**config.mk**
```make
export PLATFORM = sky130hd
export DESIGN_NAME = sensor_power_mode_control
export DESIGN_NICKNAME = d
export VERILOG_FILES = /design/src/rtl/power_mode_pkg.sv /design/src/rtl/sensor_power_mode_control.sv
export SDC_FILE = /design/constraint.sdc
export NUM_CORES = 1
export LEC_CHECK = 0
export BUFFER_PORTS_ARGS = -buffer_cell sky130_fd_sc_hd__buf_2
export CAP_MARGIN = 10
export CELL_PAD_IN_SITES_DETAIL_PLACEMENT = 0
export CELL_PAD_IN_SITES_GLOBAL_PLACEMENT = 2
export CORE_ASPECT_RATIO = 1.1
export CORE_UTILIZATION = 41
export CTS_CLUSTER_DIAMETER = 80
export DETAILED_ROUTE_END_ITERATION = 10
export GPL_TIMING_DRIVEN = 0
export PLACE_DENSITY = 0.9
export SLEW_MARGIN = 15
export SYNTH_ARGS = -nofsm -noshare
export SYNTH_HDL_FRONTEND = slang
export SYNTH_SLANG_ARGS = --single-unit
```
**constraint.sdc**
```tcl
create_clock -name ref_clk -period 17.6 [get_ports ref_clk]
set_input_delay 0.88 -clock ref_clk [delete_from_list [all_inputs] [get_ports ref_clk]]
set_output_delay 0.88 -clock ref_clk [all_outputs]
set_load 0.02 [all_outputs]
```
**src/rtl/power_mode_pkg.sv**
```systemverilog
// constants, field layout and mode codes of the sensor power mode controller
package power_mode_pkg;
    // register offsets on the host register port
    localparam logic [7:0] ADDR_POWER_MODE = 8'hD2;
    localparam logic [7:0] ADDR_NORMAL_INTERVAL = 8'hD3;
    localparam logic [7:0] ADDR_LOW_INTERVAL = 8'hD4;
    localparam logic [7:0] ADDR_ULTRA_INTERVAL = 8'hD5;
    localparam logic [7:0] ADDR_AUTO_TIMER = 8'hD6;
    localparam logic [7:0] ADDR_EVENT_MASK = 8'hD7;
    localparam logic [7:0] READ_UNMAPPED = 8'h00;

    // reset values
    localparam logic [7:0] RST_POWER_MODE = 8'h03;
    localparam logic [7:0] RST_NORMAL_INTERVAL = 8'h10;
    localparam logic [7:0] RST_LOW_INTERVAL = 8'h30;
    localparam logic [7:0] RST_ULTRA_INTERVAL = 8'h08;
    localparam logic [7:0] RST_AUTO_TIMER = 8'h14;
    localparam logic [7:0] RST_EVENT_MASK = 8'h00;

    // power mode settings and event mask fields
    localparam int PWM_ENABLE_BIT = 7;
    localparam int ULTRALOW_AUTO_ALLOW_BIT = 6;
    localparam int AUTO_SWITCH_DISABLE_BIT = 5;
    localparam int MODE_FIELD_HI = 4;
    localparam int MODE_FIELD_LO = 3;
    localparam int SEGMENT_RATE_HI = 2;
    localparam int SEGMENT_RATE_LO = 0;
    localparam int ACTIVE_STATE_MASK_BIT = 7;
    localparam int EVENT_COUNT = 7;

    // manual power mode field codes
    localparam logic [1:0] FIELD_NORMAL = 2'h0;
    localparam logic [1:0] FIELD_LOW = 2'h1;
    localparam logic [1:0] FIELD_ULTRA = 2'h2;
    localparam logic [1:0] FIELD_HALT = 2'h3;

    // timing
    localparam int CLOCK_HZ = 100_000_000;
    localparam int MS_PER_SECOND = 1000;
    localparam int MS_TICK_CYCLES = CLOCK_HZ / MS_PER_SECOND;
    localparam int ULTRA_UNIT_MS = 16;
    localparam int AUTO_UNIT_MS = 500;
    localparam int MIN_REPORT_MS = 4;
    localparam int REPORT_WIDTH = 12;
    localparam int IDLE_WIDTH = 17;
    localparam int SEGMENT_WIDTH = 9;

    // gray order along normal, low, ultra-low
    typedef enum logic [1:0] {
        MODE_NORMAL = 2'b00,
        MODE_LOW = 2'b01,
        MODE_ULTRA = 2'b11,
        MODE_HALT = 2'b10
    } power_mode_t;
endpackage

```
**src/rtl/sensor_power_mode_control.sv**
```systemverilog
// power mode selection, report timing, pwm pin takeover and event masking
//
// Summary of operation
// - pwm bit drives third pin, blocks inductive transmit
// - active pwm keeps device out of low and ultra-low power; manual halt still applies
// - allow bit admits ultra-low into automatic switching
// - disable bit stops auto; manual mode needs it
// - field 00 normal rate, 01 low rate
// - field 10 ultra-low, channel zero wakes, segment others
// - field 11 halts conversions until host rewrites
// - segment rate one half down to 1/256
// - normal interval in ms, reset 16
// - intervals under 4 ms get stretched
// - low interval in ms, reset 48
// - ultra-low interval is value times 16 ms
// - auto switch time is value times 500 ms
// - mask bits 6..0 suppress event sources
// - mask bit 7 suppresses absorption active state
`timescale 1ns/100ps
module sensor_power_mode_control #(
    parameter int MS_CYCLES = power_mode_pkg::MS_TICK_CYCLES
) (
    // clock and reset
    input wire logic ref_clk,
    input wire logic rst_n,
    // host register port
    input wire logic regWrite,
    input wire logic regRead,
    input wire logic [7:0] regAddr,
    input wire logic [7:0] regWdata,
    output logic [7:0] regRdata,
    // sensing side
    input wire logic activityDetect,
    input wire logic pwmWave,
    input wire logic [power_mode_pkg::EVENT_COUNT-1:0] eventSources,
    input wire logic absorptionActiveState,
    // mode and conversion scheduling
    output logic [1:0] powerMode,
    output logic channelZeroCycle,
    output logic otherChannelsCycle,
    // third general pin and inductive transmit
    output logic thirdGeneralPin,
    output logic thirdPinPwmSelect,
    output logic inductiveTransmitEnable,
    // masked events
    output logic [power_mode_pkg::EVENT_COUNT-1:0] maskedEvents,
    output logic absorptionActiveOut
);
    localparam int MSW = $clog2(MS_CYCLES + 1);
    localparam int RW = power_mode_pkg::REPORT_WIDTH;
    localparam int IW = power_mode_pkg::IDLE_WIDTH;
    localparam int SW = power_mode_pkg::SEGMENT_WIDTH;

    if (MS_CYCLES < 1) begin : g_bad_ms
        $error("MS_CYCLES must be at least one");
    end

    // registers
    logic [7:0] powerModeSettings, next_powerModeSettings;
    logic [7:0] normalReportInterval, next_normalReportInterval;
    logic [7:0] lowReportInterval, next_lowReportInterval;
    logic [7:0] ultralowReportInterval, next_ultralowReportInterval;
    logic [7:0] autoSwitchTimer, next_autoSwitchTimer;
    logic [7:0] globalEventMask, next_globalEventMask;
    logic [7:0] next_regRdata;

    // timers and mode
    logic [MSW-1:0] msCount, next_msCount;
    logic msTick;
    power_mode_pkg::power_mode_t mode, next_mode;
    logic [IW-1:0] idleCount, next_idleCount;
    logic [RW-1:0] reportCount, next_reportCount;
    logic [SW-1:0] segmentCount, next_segmentCount;
    logic next_channelZeroCycle, next_otherChannelsCycle;

    // decoded fields
    logic pwmEnable, ultralowAutoAllow, autoSwitchDisable;
    logic [1:0] modeField;
    logic [2:0] segmentRate;
    logic [IW-1:0] idleLimit;
    logic [RW-1:0] reportPeriod;
    logic [SW-1:0] segmentLimit;
    logic reportTick;

    always_comb begin
        pwmEnable = powerModeSettings[power_mode_pkg::PWM_ENABLE_BIT];
        ultralowAutoAllow =
            powerModeSettings[power_mode_pkg::ULTRALOW_AUTO_ALLOW_BIT];
        autoSwitchDisable =
            powerModeSettings[power_mode_pkg::AUTO_SWITCH_DISABLE_BIT];
        modeField = powerModeSettings[power_mode_pkg::MODE_FIELD_HI:
                                      power_mode_pkg::MODE_FIELD_LO];
        segmentRate = powerModeSettings[power_mode_pkg::SEGMENT_RATE_HI:
                                        power_mode_pkg::SEGMENT_RATE_LO];
    end

    // register port: writes land next edge, reads answer next edge
    always_comb begin
        next_powerModeSettings = powerModeSettings;
        next_normalReportInterval = normalReportInterval;
        next_lowReportInterval = lowReportInterval;
        next_ultralowReportInterval = ultralowReportInterval;
        next_autoSwitchTimer = autoSwitchTimer;
        next_globalEventMask = globalEventMask;
        next_regRdata = regRdata;
        if (regWrite) begin
            unique case (regAddr)
                power_mode_pkg::ADDR_POWER_MODE:
                    next_powerModeSettings = regWdata;
                power_mode_pkg::ADDR_NORMAL_INTERVAL:
                    next_normalReportInterval = regWdata;
                power_mode_pkg::ADDR_LOW_INTERVAL:
                    next_lowReportInterval = regWdata;
                power_mode_pkg::ADDR_ULTRA_INTERVAL:
                    next_ultralowReportInterval = regWdata;
                power_mode_pkg::ADDR_AUTO_TIMER:
                    next_autoSwitchTimer = regWdata;
                power_mode_pkg::ADDR_EVENT_MASK:
                    next_globalEventMask = regWdata;
                default: ;
            endcase
        end
        if (regRead) begin
            unique case (regAddr)
                power_mode_pkg::ADDR_POWER_MODE:
                    next_regRdata = powerModeSettings;
                power_mode_pkg::ADDR_NORMAL_INTERVAL:
                    next_regRdata = normalReportInterval;
                power_mode_pkg::ADDR_LOW_INTERVAL:
                    next_regRdata = lowReportInterval;
                power_mode_pkg::ADDR_ULTRA_INTERVAL:
                    next_regRdata = ultralowReportInterval;
                power_mode_pkg::ADDR_AUTO_TIMER:
                    next_regRdata = autoSwitchTimer;
                power_mode_pkg::ADDR_EVENT_MASK:
                    next_regRdata = globalEventMask;
                default:
                    next_regRdata = power_mode_pkg::READ_UNMAPPED;
            endcase
        end
    end

    always_ff @(posedge ref_clk) begin
        if (!rst_n) begin
            powerModeSettings <= power_mode_pkg::RST_POWER_MODE;
            normalReportInterval <= power_mode_pkg::RST_NORMAL_INTERVAL;
            lowReportInterval <= power_mode_pkg::RST_LOW_INTERVAL;
            ultralowReportInterval <= power_mode_pkg::RST_ULTRA_INTERVAL;
            autoSwitchTimer <= power_mode_pkg::RST_AUTO_TIMER;
            globalEventMask <= power_mode_pkg::RST_EVENT_MASK;
            regRdata <= power_mode_pkg::READ_UNMAPPED;
        end else begin
            powerModeSettings <= next_powerModeSettings;
            normalReportInterval <= next_normalReportInterval;
            lowReportInterval <= next_lowReportInterval;
            ultralowReportInterval <= next_ultralowReportInterval;
            autoSwitchTimer <= next_autoSwitchTimer;
            globalEventMask <= next_globalEventMask;
            regRdata <= next_regRdata;
        end
    end

    // millisecond time base standing in for the low power oscillator timer
    always_comb begin
        msTick = (msCount == MSW'(MS_CYCLES - 1));
        next_msCount = msTick ? '0 : msCount + MSW'(1);
    end

    // power mode selection
    always_comb begin
        idleLimit = IW'(autoSwitchTimer) *
                    IW'(power_mode_pkg::AUTO_UNIT_MS);
        next_mode = mode;
        next_idleCount = idleCount;
        if (autoSwitchDisable) begin
            next_idleCount = '0;
            unique case (modeField)
                power_mode_pkg::FIELD_NORMAL:
                    next_mode = power_mode_pkg::MODE_NORMAL;
                power_mode_pkg::FIELD_LOW:
                    next_mode = power_mode_pkg::MODE_LOW;
                power_mode_pkg::FIELD_ULTRA:
                    next_mode = power_mode_pkg::MODE_ULTRA;
                power_mode_pkg::FIELD_HALT:
                    next_mode = power_mode_pkg::MODE_HALT;
            endcase
        end else if (activityDetect || mode == power_mode_pkg::MODE_HALT) begin
            next_mode = power_mode_pkg::MODE_NORMAL;
            next_idleCount = '0;
        end else if (msTick) begin
            if (idleCount + IW'(1) >= idleLimit) begin
                next_idleCount = '0;
                if (mode == power_mode_pkg::MODE_NORMAL) begin
                    next_mode = power_mode_pkg::MODE_LOW;
                end else if (ultralowAutoAllow) begin
                    next_mode = power_mode_pkg::MODE_ULTRA;
                end
            end else begin
                next_idleCount = idleCount + IW'(1);
            end
        end
        // leaving ultra-low when it is no longer allowed
        if (!autoSwitchDisable && !ultralowAutoAllow &&
            next_mode == power_mode_pkg::MODE_ULTRA) begin
            next_mode = power_mode_pkg::MODE_LOW;
        end
        // pwm pins the device to normal; halt is still honoured
        if (pwmEnable && (next_mode == power_mode_pkg::MODE_LOW ||
            next_mode == power_mode_pkg::MODE_ULTRA)) begin
            next_mode = power_mode_pkg::MODE_NORMAL;
            next_idleCount = '0;
        end
    end

    // report interval and conversion scheduling
    always_comb begin
        unique case (mode)
            power_mode_pkg::MODE_LOW:
                reportPeriod = RW'(lowReportInterval);
            power_mode_pkg::MODE_ULTRA:
                reportPeriod = RW'(ultralowReportInterval) *
                               RW'(power_mode_pkg::ULTRA_UNIT_MS);
            default:
                reportPeriod = RW'(normalReportInterval);
        endcase
        // short intervals cannot finish setup and comms in time
        if (reportPeriod < RW'(power_mode_pkg::MIN_REPORT_MS)) begin
            reportPeriod = RW'(power_mode_pkg::MIN_REPORT_MS);
        end
        segmentLimit = (SW'(2) << segmentRate) - SW'(1);
        reportTick = 1'b0;
        next_reportCount = reportCount;
        next_segmentCount = segmentCount;
        next_channelZeroCycle = 1'b0;
        next_otherChannelsCycle = 1'b0;
        if (mode == power_mode_pkg::MODE_HALT) begin
            next_reportCount = '0;
            next_segmentCount = '0;
        end else if (msTick) begin
            if (reportCount + RW'(1) >= reportPeriod) begin
                reportTick = 1'b1;
                next_reportCount = '0;
            end else begin
                next_reportCount = reportCount + RW'(1);
            end
        end
        if (reportTick) begin
            next_channelZeroCycle = 1'b1;
            if (mode == power_mode_pkg::MODE_ULTRA) begin
                if (segmentCount >= segmentLimit) begin
                    next_segmentCount = '0;
                    next_otherChannelsCycle = 1'b1;
                end else begin
                    next_segmentCount = segmentCount + SW'(1);
                end
            end else begin
                next_segmentCount = '0;
                next_otherChannelsCycle = 1'b1;
            end
        end
    end

    always_ff @(posedge ref_clk) begin
        if (!rst_n) begin
            msCount <= '0;
            mode <= power_mode_pkg::MODE_NORMAL;
            idleCount <= '0;
            reportCount <= '0;
            segmentCount <= '0;
            channelZeroCycle <= 1'b0;
            otherChannelsCycle <= 1'b0;
        end else begin
            msCount <= next_msCount;
            mode <= next_mode;
            idleCount <= next_idleCount;
            reportCount <= next_reportCount;
            segmentCount <= next_segmentCount;
            channelZeroCycle <= next_channelZeroCycle;
            otherChannelsCycle <= next_otherChannelsCycle;
        end
    end

    // pin takeover and event masking, all registered
    always_ff @(posedge ref_clk) begin
        if (!rst_n) begin
            powerMode <= power_mode_pkg::MODE_NORMAL;
            thirdGeneralPin <= 1'b0;
            thirdPinPwmSelect <= 1'b0;
            inductiveTransmitEnable <= 1'b1;
            maskedEvents <= '0;
            absorptionActiveOut <= 1'b0;
        end else begin
            powerMode <= next_mode;
            thirdGeneralPin <= pwmEnable & pwmWave;
            thirdPinPwmSelect <= pwmEnable;
            inductiveTransmitEnable <= !pwmEnable;
            maskedEvents <= eventSources &
                ~globalEventMask[power_mode_pkg::EVENT_COUNT-1:0];
            absorptionActiveOut <= absorptionActiveState &
                !globalEventMask[power_mode_pkg::ACTIVE_STATE_MASK_BIT];
        end
    end
endmodule

```
After elaboration in Yosys (flattened, before gate mapping)
Cells that the tools add are included.

Register bits: 126. Bits of input ports: 30. Word-level logic and storage cells: 97.

Add/sub/neg operators: 5. Multipliers: 1. Order comparisons: 4. Equality and inequality tests: 16. Shift-type cells: 1. Muxes and demuxes: 23. Bitwise gates (word level): 5. Reduce and logical (&&, ||, !) cells: 23.

Operator list (number): 8-bit == test (second input constant) (6); 8-bit one-hot mux with 6 select lines (1); 9-bit 2-to-1 mux (4); 17-bit by 1-bit adder with 17-bit output (second input constant) (2); 12-bit 2-to-1 mux (2); 12-bit one-hot mux with 2 select lines (1); 17-bit == test (second input constant) (1); 17-bit greater-or-equal comparator (1); 17-bit 2-to-1 mux (1); 8-bit by 7-bit multiplier with 15-bit output (second input constant) (1); 2-bit 2-to-1 mux (7); 2-bit AND reduction (7); 12-bit by 1-bit adder with 12-bit output (second input constant) (1); 2-bit == test (second input constant) (6); 12-bit greater-or-equal comparator (1); 12-bit by 3-bit less-than comparator with 1-bit output (second input constant) (1); 9-bit by 1-bit adder with 9-bit output (second input constant) (1); 9-bit greater-or-equal comparator (1); 2-bit by 3-bit left shift with 9-bit output (first input constant) (1); 9-bit by 2-bit subtractor with 9-bit output (second input constant) (1); 2-bit one-hot mux with 4 select lines (1); 7-bit bitwise AND (1); 7-bit NOT (1); 2-bit by 1-bit == test with 1-bit output (second input constant) (3); other kinds (10) (25).

Depth between registers and ports, before layout
Depth after elaboration: 13. Depth in mapped cells: 24. Gate-level depth less buffers: 23.

Worst setup path after synthesis
OpenSTA, ideal clock, no wires.

Path kind: reg2reg. Start point: reg autoSwitchTimer[1]. End point: reg idleCount[10]. Data arrival time: 5756 ps. Data required time: 17483 ps. Path slack: 11727 ps. Cell stages (with the launch flop): 24. Path buffers: 1. Period minus slack after synthesis: 5873 ps. Path through: dfxtp_1 fa_1 inv_1 fa_1 fa_1 fa_1 inv_1 ha_1 o21a_1 nor2_1 nor3_1 a2111oi_0 o21bai_1 a21oi_1 xnor2_1 ha_1 nand4_1 nor3_1 o211ai_1 a21oi_1 nor2_1 o31ai_2 buf_2 nor2_1.

Cells in the longest elaborated chain, start to end: 13.

RTL lines: start: declaration (line sensor_power_mode_control.sv:63) `logic [7:0] autoSwitchTimer, next_autoSwitchTimer;`; start signal: assignment (line sensor_power_mode_control.sv:149) `autoSwitchTimer <= power_mode_pkg::RST_AUTO_TIMER;`; start signal: assignment (line sensor_power_mode_control.sv:157) `autoSwitchTimer <= next_autoSwitchTimer;`; 8-bit by 7-bit multiplier with 15-bit output (*) (line sensor_power_mode_control.sv:171) `idleLimit = IW'(autoSwitchTimer) *`; 17-bit greater-or-equal comparator (*) (line sensor_power_mode_control.sv:191) `if (idleCount + IW'(1) >= idleLimit) begin`; 2-bit 2-to-1 mux (line sensor_power_mode_control.sv:191); 2-bit 2-to-1 mux (line sensor_power_mode_control.sv:190) `end else if (msTick) begin`; 2-bit 2-to-1 mux (line sensor_power_mode_control.sv:187) `end else if (activityDetect || mode == power_mode_pkg::MODE_HALT) begin`; 2-bit 2-to-1 mux (line sensor_power_mode_control.sv:175) `if (autoSwitchDisable) begin`; 2-bit == test (line sensor_power_mode_control.sv:204) `next_mode == power_mode_pkg::MODE_ULTRA) begin`; 1-bit logical AND (line sensor_power_mode_control.sv:203) `if (!autoSwitchDisable && !ultralowAutoAllow &&`; 2-bit 2-to-1 mux (line sensor_power_mode_control.sv:203); 2-bit by 1-bit == test with 1-bit output or 2-bit == test (tied branches) (line sensor_power_mode_control.sv:208, sensor_power_mode_control.sv:209); 1-bit logical OR (line sensor_power_mode_control.sv:208) `if (pwmEnable && (next_mode == power_mode_pkg::MODE_LOW ||`; 1-bit logical AND (line sensor_power_mode_control.sv:208); 4-bit OR reduction (no line); end signal: assignment (line sensor_power_mode_control.sv:275) `idleCount <= next_idleCount;`; end: declaration (line sensor_power_mode_control.sv:71) `logic [IW-1:0] idleCount, next_idleCount;`.

Mark *: on every way between the ends. The rest lies on a longest branch, timed or not. A chain may end at the register's enable or synchronous reset.

Final worst setup path
Start point: reg autoSwitchTimer[0]. End point: reg idleCount[11].

Same word-level chain as after synthesis.

==> results.py <==
metrics = {
    "drt": {
        "vias": 6894,
        "drc": 0,
        "drtIter0Drc": 342,
        "via_per_inst": 5.328,
        "ant_nets": 0,
        "wl_per_cell_microns": 15.99,
        "firstDrtPassIters": 5,
        "routed_wl_mm": 20.70,
    },
    "floorplan": {
        "ioPinCount": 53,
        "dieHeight_microns": 150.1,
        "rows": 53,
        "die_area_sq_um": 20500,
        "start_util": 0.4235,
        "die_w_microns": 136.6,
        "core_area_sq_um": 19300,
    },
    "cells_and_area": {
        "final_common_cell": "dfxtp_1",
        "final_nets": 1167,
        "syn_to_final_growth_pct": 14.01,
        "diodes": 0,
        "drive_gt1_frac": 0.09933,
        "final_cell_mix": "dfxtp_1, nor2_1, nand2_1",
    },
    "synth": {
        "synth.area.mux_share": 0.06537,
        "yosys.area_share.simple": 0.2102,
        "syn_area_sq_um": 8173,
        "yosys_most_used_dff": "dfxtp_1",
        "synth_top_family_by_area": "simple AND/OR/NAND/NOR gates",
        "syn_area_per_cell_sq_um": 8.460,
        "synth_compound_area_frac": 0.1248,
        "synthAdderAreaFrac": 0.1770,
        "synth_seq_area_share": 0.3086,
        "synth-edff-count": 0,
        "synthArstFlopShare": 0,
        "synthXorXnorAreaFrac": 0.06537,
        "synth_seq_cells": 126,
        "syn-num-nets": 1099,
        "synth_cell_types": 67,
        "yosysWarnings": 0,
        "synth_cells": 966,
    },
    "timing": {
        "post-route-min-period_ns": 6.893,
        "rsz0062_at_grt": "no",
        "setup_ws_ns": 10.71,
        "fin_skew_ns": 0.01423,
        "tightest_slew_ns": 0.9107,
        "setup_tns_ns": 0,
        "hold_viol_final": 0,
        "setup_violations": 0,
        "slew_headroom": 0.3895,
        "timing.final.crit_share": 0.3916,
        "fmax_mhz": 145.1,
        "slew_viol_final": 0,
    },
    "worst_setup_path": {
        "criticalPathCategory": "reg2reg",
        "worstRegToRegCells": 24,
        "worstSetupEndpointType": "flop",
        "r2r_end": "idleCount[11]$_SDFFE_PP0N_",
        "cpMaxStageDelayCell": "a2111oi_0",
        "critPathLaunch": "autoSwitchTimer[0]$_SDFFE_PN0P_",
        "r2r-start": "autoSwitchTimer[0]$_SDFFE_PN0P_",
        "r2r_setup_slack_ns": 10.71,
        "arrival_ns": 7.20,
        "critPathMaxFanout": 10,
        "start_kind": "flop",
        "cpPeakStageDelay_ns": 0.64,
        "cp_data_required_time_ns": 17.91,
        "path_cells": "fa_1 -> xor2_1 -> ha_1 -> a21oi_1 -> fa_1 -> fa_1 -> inv_1 -> ha_1 -> o21a_1 -> nor2_1 -> nor3_1 -> a2111oi_0 -> o21bai_1 -> a21oi_1 -> xnor2_1 -> ha_1 -> nand4_1 -> nor3_1 -> o211ai_1 -> a21oi_1 -> nor2_1 -> o31ai_2 -> buf_2 -> nor2_1",
    },
    "placement": {
        "pre_cts_ws_ns": 10.73,
        "dp_hpwl_mm": 15.56,
        "portBuffers": 49,
        "gpl.final_weighted_congestion": 0.8803,
    },
    "outcome": {
        "status": "complete, no violations",
    },
    "grt": {
        "grt_max_degree": 17,
        "antenna_found_initial": 0,
        "gr-total-overflow": 0,
        "grt_pass1_wl_mm": 33.62,
        "grt_pass1_vias": 6516,
        "grtUsageTotal": 0.2133,
    },
    "clocking": {
        "cts_buffers": 17,
        "clkTransAtPathRegs_ns": 0.07,
        "clockBufferDepth": 2,
        "clock-sinks": 126,
        "clkLatencyLatePin_ns": 0.43,
        "cts-resized-gates": 0,
        "htreeDepth": 4,
        "cts-root-buf": "clkbuf_16",
        "postCtsSetupBuffers": 0,
        "holdBufCountCts": 0,
        "cts_tree": "done",
    },
    "hold_path": {
        "whs_path_depth": 1,
        "hp-class": "reg2reg",
        "min-delay-start": "globalEventMask[6]$_SDFFE_PN0P_",
        "min_to": "maskedEvents[6]$_SDFF_PN0_",
    },
    "power_and_ir_drop": {
        "p_leak_uw": 0.004006,
        "p_total_uw": 673.0,
        "ir_drop_mv": 0.06422,
        "p_per_area_nw_per_um2": 72.23,
    },
    "job": {
        "maxCapViolations": 0,
    },
}
## critical path: cells and delay by family (launching register included)
kind                       cells  cell delay (ns)
AOI/OAI and AO/OA              8             2.32
xor gates and xnor gates       2             0.31
adders and majority gates      6             2.36
buffers and inverters          2             0.39
DFF                            1             0.57
and+or+nand+nor                6             0.79
## per-stage QoR
stage / util / std cells / hold WS (ns) / area (sq um)
global placement: 0.4522 / 1262 / 0.4404 / 8727
CTS: 0.4829 / 1294 / 0.4628 / 9318
global route: 0.4829 / 1294 / 0.4775 / 9318
floorplan: - / 966 / 0.4049 / 8173
finish: 0.4829 / 1294 / 0.4583 / 9318
detailed placement: 0.4522 / 1262 / 0.4467 / 8727
## final cells by class
type / instances / area, sq um
fillers: 1942 / 9980
multi-input cells: 741 / 5256
flip-flops and latches: 126 / 2522
clock buffers: 17 / 425.4
well taps: 247 / 309.0
repair buffers: 49 / 245.2
inverters: 57 / 214.0
plain buffers: 42 / 180.2
clock inverters: 15 / 165.2
## synth_stat cells (all sizes together) (4+ instances only)
library cell / count / area (sq um)
o21ai: 34 / 173.9
a21oi: 55 / 275.3
xor2: 33 / 289.0
and3: 14 / 87.58
o31ai: 5 / 42.54
mux2i: 50 / 500.5
and4: 4 / 35.03
and2: 5 / 31.28
nor3: 16 / 90.09
xnor2: 28 / 245.2
or3: 8 / 50.05
or4b: 5 / 50.05
buf: 10 / 60.06
nand3b: 6 / 45.04
o211ai: 5 / 37.54
o21a: 4 / 30.03
nor2b: 10 / 62.56
a211oi: 5 / 37.54
nand3: 31 / 155.2
inv: 57 / 214.0
a31oi: 9 / 56.30
nor4: 4 / 25.02
ha: 82 / 1026
nand4: 14 / 87.58
dfxtp: 126 / 2522
a22oi: 12 / 90.09
fa: 21 / 420.4
nand2b: 4 / 25.02
clkbuf: 32 / 120.1
nand2: 107 / 409.1
nor2: 121 / 454.2
## how the worst max path moves through the flow
stage                            endpoint  slack, ns  cells after the start
2_1_floorplan  idleCount[10]$_SDFFE_PP0N_      11.73                     23
3_3_place_gp   idleCount[12]$_SDFFE_PP0N_      10.75                     24
3_5_place_dp   idleCount[10]$_SDFFE_PP0N_      10.73                     24
4_1_cts         idleCount[8]$_SDFFE_PP0N_      10.70                     24
5_1_grt        idleCount[16]$_SDFFE_PP0N_      10.18                     24
6_report       idleCount[11]$_SDFFE_PP0N_      10.71                     24
## sequential cells by signal, summed over array words and instances (netlist names), 2 cells and up
name                    cells
autoSwitchTimer             8
globalEventMask             8
idleCount                  17
lowReportInterval           8
maskedEvents                7
msCount                    17
normalReportInterval        8
powerMode                   2
powerModeSettings           8
regRdata                    8
reportCount                12
segmentCount                9
ultralowReportInterval      8
## where the power goes
group	switching, uW	internal (uW)
clock	154	202
combinational	20.0	9.45
sequential	0.901	287
## per-layer routing
metal | routed length, microns | vias to the layer above | global-route usage
li1 | - | 3514 | -
met1 | 10100 | 3258 | 0.2831
met2 | 9719 | 99 | 0.3525
met3 | 528 | 23 | 0.02981
met4 | 348 | 0 | 0.07111
met5 | 0 | - | 0
## cells by family (layout without fill, tap and decap cells)
kind of cell             after synthesis  after routing
buffers and inverters                 99            180
adder cells (fa/ha/maj)              103            103
AO/OA/AOI/OAI                        161            161
other                                  1              1
AND/OR/NAND/NOR                      362            362
multiplexers                          53             53
XOR/XNOR                              61             61
flip-flops                           126            126
No activity file was read; power rests on OpenSTA's default activity.
